**src/srbg_cfg.svh**
```systemverilog
/*
 * Constants for the serial rate generator: prescale presets, reset values, widths.
 * Assumes inclusion by bare name from the package and the design modules.
 */
`ifndef SRBG_CFG_SVH
`define SRBG_CFG_SVH

`define SRBG_PRE_W          6
// presets are prescale minus one
`define SRBG_PRE_DIV64      6'h3F
`define SRBG_PRE_DIV16      6'h0F
`define SRBG_PRE_DIV4       6'h03
`define SRBG_PRE_ZERO       6'h00
`define SRBG_BYTE_RST       8'h00
`define SRBG_CNT_RST        16'h0000
`define SRBG_CNT_ONE        16'h0001
`define SRBG_VOTE_N         3
`define SRBG_VOTE_RST       3'h7

`endif

```
**src/srbg_pkg.sv**
```systemverilog
/*
 * Types shared by the rate generator top and its receive voter.
 * Assumes srbg_cfg.svh is on the include path.
 */
`include "srbg_cfg.svh"

package srbg_pkg;

    typedef struct packed {
        logic                      rx_meta;
        logic                      rx_sync;
        logic [7:0]                div_low;
        logic [7:0]                div_high;
        logic [`SRBG_PRE_W-1:0]    pre_cnt;
        logic [15:0]               rate_cnt;
        logic                      strobe;
        logic                      tick;
    } srbg_top_state_type;

    typedef struct packed {
        logic [`SRBG_VOTE_N-1:0]   samples;
        logic                      bit_level;
    } srbg_vote_state_type;

endpackage : srbg_pkg

```
**src/srbg_vote_if.sv**
```systemverilog
/*
 * Carrier between the rate generator top and the majority voter.
 * Assumes both ends share clock_in and resetn_in.
 */
`timescale 1ns/100ps

interface srbg_vote_if;
    logic enable;
    logic sample_strobe;
    logic pin_level;
    logic bit_level;

    modport gen   (output enable, output sample_strobe, output pin_level, input bit_level);
    modport voter (input enable, input sample_strobe, input pin_level, output bit_level);
endinterface : srbg_vote_if

```
**src/srbg_top.sv**
```systemverilog
/*
 * Serial rate generator: prescaler, 8/16-bit reloading rate timer, divisor
 * holding registers and receive-pin majority sampling.
 *
 * Prescale P follows the mode: asynchronous narrow normal speed 64,
 * asynchronous narrow high speed or wide normal speed 16, asynchronous wide
 * high speed 4, and 4 in every synchronous setting.
 * The effective divisor N is the low byte alone in narrow mode and the
 * high:low pair in wide mode; the high byte is kept while unused.
 * The prescaler counts P-1 down to zero and then strobes once; the rate
 * timer steps N down to zero, one step per strobe, and ticks on the strobe
 * that finds it at zero, reloading N at the same time.
 * Ticks therefore repeat every P*(N+1) enabled cycles and last one cycle.
 * The tick and the strobe are both registered and rise on the same edge.
 * A write to either divisor byte reloads both counters in the cycle it is
 * taken, so the first period after it is a full one on the new value;
 * reloading rather than zeroing gives up an early tick for an exact period.
 * Writing both bytes in one cycle stores the same data byte in both.
 * A mode or divisor change that leaves a counter above its new limit counts
 * as a wrap, so the new rate starts without a long stale count.
 * A synchronous slave keeps both counters running but never ticks, since
 * its bit clock comes from outside.
 * The receive pin passes two flip-flops, then one sample is shifted into
 * the voter on each prescaler strobe; three samples span 2*P cycles and the
 * level follows two of the three.
 * The clock enable freezes every register, the voter's included; a divisor
 * write made while it is low is lost, not held over.
 * Out of reset: divisor zero, rate timer zero, prescaler at its largest
 * preset, tick low and receive level high, as on an idle line.
 *
 * Assumes software writes divisor bytes through strobes on this clock and
 * that every other control input also comes from logic on this clock; the
 * receive pin is asynchronous and is synchronised here.
 */
`timescale 1ns/100ps
`include "srbg_cfg.svh"

module srbg_top (
    input  wire logic          clock_in,
    input  wire logic          resetn_in,
    input  wire logic          enable_in,
    input  wire logic          sync_mode_in,
    input  wire logic          master_mode_in,
    input  wire logic          wide_divider_select_in,
    input  wire logic          high_speed_select_in,
    input  wire logic [7:0]    divisor_data_in,
    input  wire logic          divisor_low_wr_in,
    input  wire logic          divisor_high_wr_in,
    input  wire logic          rx_pin_in,
    output logic               rate_tick_out,
    output logic               rx_level_out,
    output logic [15:0]        divisor_value_out,
    output logic [15:0]        rate_count_out
);

    srbg_pkg::srbg_top_state_type state_reg;
    srbg_pkg::srbg_top_state_type state_next;

    srbg_vote_if vote_if ();

    logic [2:0]             mode_sel;
    logic [`SRBG_PRE_W-1:0] pre_preset;
    logic [15:0]            divisor;
    logic                   generating;
    logic                   div_write;
    logic [7:0]             new_low;
    logic [7:0]             new_high;
    logic                   pre_zero;
    logic                   pre_over;
    logic                   pre_wrap;
    logic [`SRBG_PRE_W-1:0] pre_dec;
    logic                   rate_zero;
    logic                   rate_over;
    logic                   rate_wrap;
    logic [15:0]            rate_dec;
    logic                   load_pre;
    logic                   load_rate;
    logic                   count_rate;
    logic                   strobe_next;
    logic                   tick_next;

    // configuration bits as sync, wide divider, high speed
    always_comb begin
        mode_sel = {sync_mode_in, wide_divider_select_in, high_speed_select_in};
    end

    // prescale selection by mode, held as prescale minus one
    always_comb begin
        case (mode_sel)
            3'b000:  pre_preset = `SRBG_PRE_DIV64;
            3'b001:  pre_preset = `SRBG_PRE_DIV16;
            3'b010:  pre_preset = `SRBG_PRE_DIV16;
            3'b011:  pre_preset = `SRBG_PRE_DIV4;
            // synchronous: high speed select has no effect
            3'b100:  pre_preset = `SRBG_PRE_DIV4;
            3'b101:  pre_preset = `SRBG_PRE_DIV4;
            3'b110:  pre_preset = `SRBG_PRE_DIV4;
            3'b111:  pre_preset = `SRBG_PRE_DIV4;
            default: pre_preset = `SRBG_PRE_DIV64;
        endcase
    end

    // a strobe replaces its byte, the other byte is kept
    always_comb begin
        div_write = divisor_low_wr_in | divisor_high_wr_in;
        if (divisor_low_wr_in) begin
            new_low = divisor_data_in;
        end else begin
            new_low = state_reg.div_low;
        end
        if (divisor_high_wr_in) begin
            new_high = divisor_data_in;
        end else begin
            new_high = state_reg.div_high;
        end
    end

    // narrow mode leaves the high byte out of the divisor, though a high-byte write still reloads both counters
    always_comb begin
        if (wide_divider_select_in) begin
            divisor = {new_high, new_low};
        end else begin
            divisor = {`SRBG_BYTE_RST, new_low};
        end
    end

    // a synchronous slave is clocked from outside
    always_comb begin
        generating = master_mode_in | ~sync_mode_in;
    end

    // overrun catches a mode change to a shorter prescale
    always_comb begin
        pre_zero = (state_reg.pre_cnt == `SRBG_PRE_ZERO);
        pre_over = (state_reg.pre_cnt > pre_preset);
        pre_wrap = pre_zero | pre_over;
        pre_dec  = state_reg.pre_cnt - `SRBG_PRE_W'(1);
    end

    // overrun catches a divisor that shrank under the count
    always_comb begin
        rate_zero = (state_reg.rate_cnt == `SRBG_CNT_RST);
        rate_over = (state_reg.rate_cnt > divisor);
        rate_wrap = rate_zero | rate_over;
        rate_dec  = state_reg.rate_cnt - `SRBG_CNT_ONE;
    end

    // restart on the new value rather than finishing the old period
    always_comb begin
        load_pre    = div_write | pre_wrap;
        strobe_next = ~div_write & pre_wrap;
        load_rate   = div_write | (pre_wrap & rate_wrap);
        count_rate  = ~div_write & pre_wrap & ~rate_wrap;
        tick_next   = strobe_next & rate_wrap & generating;
    end

    always_comb begin
        state_next          = state_reg;
        state_next.rx_meta  = rx_pin_in;
        state_next.rx_sync  = state_reg.rx_meta;
        state_next.div_low  = new_low;
        state_next.div_high = new_high;
        state_next.strobe   = strobe_next;
        state_next.tick     = tick_next;
        if (load_pre) begin
            state_next.pre_cnt = pre_preset;
        end else begin
            state_next.pre_cnt = pre_dec;
        end
        if (load_rate) begin
            state_next.rate_cnt = divisor;
        end else if (count_rate) begin
            state_next.rate_cnt = rate_dec;
        end
    end

    // idle receive line is high, so the synchroniser starts high
    always_ff @(posedge clock_in or negedge resetn_in) begin
        if (!resetn_in) begin
            state_reg <= '{rx_meta:  1'b1,
                           rx_sync:  1'b1,
                           div_low:  `SRBG_BYTE_RST,
                           div_high: `SRBG_BYTE_RST,
                           pre_cnt:  `SRBG_PRE_DIV64,
                           rate_cnt: `SRBG_CNT_RST,
                           strobe:   1'b0,
                           tick:     1'b0};
        end else if (enable_in) begin
            state_reg <= state_next;
        end
    end

    assign vote_if.enable        = enable_in;
    assign vote_if.sample_strobe = state_reg.strobe;
    assign vote_if.pin_level     = state_reg.rx_sync;

    // voter state freezes with the rest under the clock enable
    srbg_vote u_vote (
        .clock_in  (clock_in),
        .resetn_in (resetn_in),
        .vote_if   (vote_if)
    );

    assign rate_tick_out     = state_reg.tick;
    assign rx_level_out      = vote_if.bit_level;
    assign divisor_value_out = {state_reg.div_high, state_reg.div_low};
    assign rate_count_out    = state_reg.rate_cnt;

endmodule : srbg_top

```
**src/srbg_vote.sv**
```systemverilog
/*
 * Majority voter for the receive pin: keeps the last three samples.
 * Assumes the pin level is already synchronised and strobes come from the prescaler.
 */
`timescale 1ns/100ps
`include "srbg_cfg.svh"

module srbg_vote (
    input  wire logic    clock_in,
    input  wire logic    resetn_in,
    srbg_vote_if.voter   vote_if
);

    srbg_pkg::srbg_vote_state_type state_reg;
    srbg_pkg::srbg_vote_state_type state_next;

    always_comb begin
        state_next = state_reg;
        if (vote_if.sample_strobe) begin
            state_next.samples = {state_reg.samples[`SRBG_VOTE_N-2:0], vote_if.pin_level};
            state_next.bit_level = (state_next.samples[0] & state_next.samples[1]) |
                                   (state_next.samples[1] & state_next.samples[2]) |
                                   (state_next.samples[0] & state_next.samples[2]);
        end
    end

    // idle line is high, so history starts at all ones
    always_ff @(posedge clock_in or negedge resetn_in) begin
        if (!resetn_in) begin
            state_reg <= '{samples: `SRBG_VOTE_RST, bit_level: 1'b1};
        end else if (vote_if.enable) begin
            state_reg <= state_next;
        end
    end

    assign vote_if.bit_level = state_reg.bit_level;

endmodule : srbg_vote

```
**config.mk**
```make
export PLATFORM = sky130hd
export DESIGN_NAME = srbg_top
export DESIGN_NICKNAME = d
export VERILOG_FILES = /design/src/srbg_pkg.sv /design/src/srbg_vote_if.sv /design/src/srbg_top.sv /design/src/srbg_vote.sv
export VERILOG_INCLUDE_DIRS = /design/src
export SDC_FILE = /design/constraint.sdc
export NUM_CORES = 1
export LEC_CHECK = 0
export BUFFER_PORTS_ARGS = -buffer_cell sky130_fd_sc_hd__buf_2
export CAP_MARGIN = 10
export CELL_PAD_IN_SITES_DETAIL_PLACEMENT = 0
export CELL_PAD_IN_SITES_GLOBAL_PLACEMENT = 1
export CORE_MARGIN = 1
export CORE_UTILIZATION = 45
export CTS_CLUSTER_SIZE = 8
export DETAILED_ROUTE_END_ITERATION = 6
export PLACE_DENSITY_LB_ADDON = 0.1
export SYNTH_ARGS = -nofsm -noshare
export SYNTH_HDL_FRONTEND = slang
export SYNTH_HIERARCHICAL = 1
export SYNTH_SLANG_ARGS = --single-unit
```
**constraint.sdc**
```tcl
create_clock -name clock_in -period 6.1 [get_ports clock_in]
set_clock_uncertainty 0.05 [all_clocks]
set_input_delay 1.22 -clock clock_in [delete_from_list [all_inputs] [get_ports clock_in]]
set_output_delay 1.22 -clock clock_in [all_outputs]
set_load 0.005 [all_outputs]
```
==> summary.md <==
| Metric | Value |
|---|---|
| GRT Util Overall | `21.5%` |
| Routed WL | `7.44 mm` |
| Static leakage | `1.53 nW` |
| Core footprint | `6910 sq um` |
| Most frequent cells in the layout | `51 x buf_2, 34 x dfrtp_1, 28 x nand2_1` |
| Final TNS setup | `0 ps` |
| Syn_nets | `382` |
| Starting Density | `47.3%` |
| 1st-iter DRT viols | `161` |
| Port Buffers | `51` |
| Setup Buffers After CTS | `0` |
| Slew @ Worst Pin | `803 ps` |
| DRT antenna net count | `0` |
| First-pass GRT wire length | `12.6 mm` |
| ANT cells | `0` |
| Root Buffer Master | `clkbuf_8` |
| VDD IR max | `0.000163 V` |
| Syn avg cell area | `9.60 sq um` |
| HPWL Detailed | `5.47 mm` |
| Filler cell count | `703` |
| Die width | `87.2 microns` |
| Fmax | `225 MHz` |
| Sequential fraction of the synthesis area | `34.9%` |
| Vias in the first global route | `2,480` |
| Cts bufs inserted | `5` |
| Top area cells in the synthesized netlist | `dfrtp_1 26%, ha_1 9.2%, dfstp_2 8.9%, mux2_2 7.9%, buf_4 7.4%` |
| Top_reg_cell synth | `dfrtp_1` |
| Routed via count | `2,542` |
| Number of non-filler instances in the completed layout | `451` |
| Die ar. | `7600 sq um` |
| WL per Instance | `16.5 microns` |
| CTS resizes | `0` |
| Final min period | `4450 ps` |
| Crit share post-route | `73.0%` |
| Worst EP arrival | `4600 ps` |
| Most common cell after layout, fill and taps aside | `buf_2` |
| Io pins | `52` |
| Grt total ovfl | `0` |
| Setup Slack @ Placement | `1340 ps` |
| Max-capacitance violation count | `0` |
| Final Setup Violations | `0` |
| Clk slew on worst S/H paths | `100 ps` |
| Largest net degree at the start of global routing | `46` |
| Synth top area share | `26.1%` |
| Post-layout util | `49.9%` |
| Sequential share of power | `43.0%` |
| Hold_buf cts | `0` |
| WP data required | `6250 ps` |
| Initial antenna violation count | `0` |
| Clock sinks | `45` |
| Status | `completed` |
| Synth cell types | `59` |
| Final hold vios | `0` |
| Slew margin rel. | `46.3%` |
| CTS tree | `yes` |
| Worst-path fanout max | `25` |
| Area growth, synth to finish | `5.48%` |
| Yosys top cell by area | `dfrtp_1` |
| Ratio of cells with drive above 1 in the final layout | `32.4%` |
| RSZ-0062 raised after global routing | `false` |
| Worst min path class | `register to register` |
| Crit start category | `input port` |
| Die Y | `87.2 microns` |
| Mapped Area | `3270 sq um` |
| Synth warn | `6` |
| Switch share | `36.5%` |
| Worst-Skew Late Latency | `310 ps` |
| Clock power share | `22.1%` |
| Mapped Cells | `340` |
| P per Cell Area | `315 nW/um^2` |
| Worst Path Class, Setup | `input port to register` |
| H-tree levels | `2` |
| Max Root-Sink Buffers | `2` |
| Pins Over Slew Limit | `0` |
| Worst setup EP type | `register` |
| Net Switching | `0.395 mW` |
| Standard-cell rows | `30` |
| DP Cell Count | `443` |
| Number of synthesized register bits | `45` |
| Internal power | `0.689 mW` |
| DRC Markers | `0` |
| Worst Setup Slack, final | `1650 ps` |
| Share of synthesized registers carrying an async set or reset | `100%` |
| Final instance area | `3440 sq um` |
| Nets | `396` |
| DRT Pass-1 Iters | `4` |
| Combinational share of power | `34.9%` |
| Post-synth EDFFs | `0` |
| Via density | `5.64` |
| Placer Congestion | `0.863` |
| Placed Area | `3320 sq um` |
-- worst paths after layout --
| check | from | to | slack, ps | cells after the start |
|---|---|---|---|---|
| min in group asynchronous | resetn_in | rate_count_out[9]$_DFFE_PN0P_ | 940 | 2 |
| worst min register to register | divisor_value_out[13]$_DFFE_PN0P_ | divisor_value_out[13]$_DFFE_PN0P_ | 480 | 1 |
| worst min-delay path | divisor_value_out[13]$_DFFE_PN0P_ | divisor_value_out[13]$_DFFE_PN0P_ | 480 | 1 |
| worst max register to register | rate_count_out[0]$_DFFE_PN0P_ | rate_count_out[13]$_DFFE_PN0P_ | 2210 | 9 |
| worst max-delay path | divisor_high_wr_in | rate_count_out[0]$_DFFE_PN0P_ | 1650 | 11 |
| max in group asynchronous | resetn_in | divisor_value_out[13]$_DFFE_PN0P_ | 4660 | 2 |
-- critical path, cell delays in order --
cell	delay [ps]
buf_2	270
mux2_2	380
nand2_1	100
ha_1	140
nand4_1	180
nor4_1	420
nand4_1	160
or4_2	600
nand2_1	630
nor2_1	160
a221o_1	330
-- cell families after synthesis --
logic type                 Yosys count  synth area share (%)
and+or+nand+nor                    110                  18.1
AOI/OAI and AO/OA                   74                  15.7
buffers and inverters               55                  11.3
DFF                                 45                  34.9
muxes                               31                  10.4
adders and majority gates           25                  9.54
-- power by group through the flow --
stage | logic (mW) | clock network, mW | registers (mW)
2_1_floorplan | 0.330 | 0 | 0.443
3_3_place_gp | 0.375 | 0 | 0.471
3_5_place_dp | 0.378 | 0 | 0.473
4_1_cts | 0.381 | 0.250 | 0.467
5_1_grt | 0.435 | 0.257 | 0.481
6_report | 0.378 | 0.239 | 0.467
-- cells in the mapped netlist (8+ instances only) --
master    n
dfrtp_1  34
o21ai_0  15
nor3_1   13
mux2_2   23
ha_1     24
buf_4    32
nand2_1  28
a21oi_1  19
dfstp_2  11
nor2_1   20
inv_1     8
nor4_1    9
-- area by class of cell --
type	count	area [sq um]	share of cell area (%)
Sequential cell	45	1140	33.1
Multi-Input combinational cell	240	1760	51.0
Inverter	8	30.0	0.872
Clock inverter	2	37.5	1.09
Timing Repair Buffer	54	278	8.06
Clock buffer	6	82.6	2.40
Tap cell	96	120	3.49
-- per-stage QoR --
| step | hold slack [ps] | power, mW |
|---|---|---|
| final | 477 | 1.08 |
| after global routing | 497 | 1.17 |
| after CTS | 477 | 1.10 |
| after detailed placement | 456 | 0.851 |
| after global placement | 444 | 0.845 |
| after floorplan | 431 | 0.773 |
-- metal layers --
metal,vias up,GRT usage [%],part of all wire [%]
met5,-,0,0
li1,1257,-,-
met2,65,31.2,43
met1,1214,32.5,52
met3,6,4.08,4.5
met4,0,5.66,1.1
(Power assumes the default switching activity.)
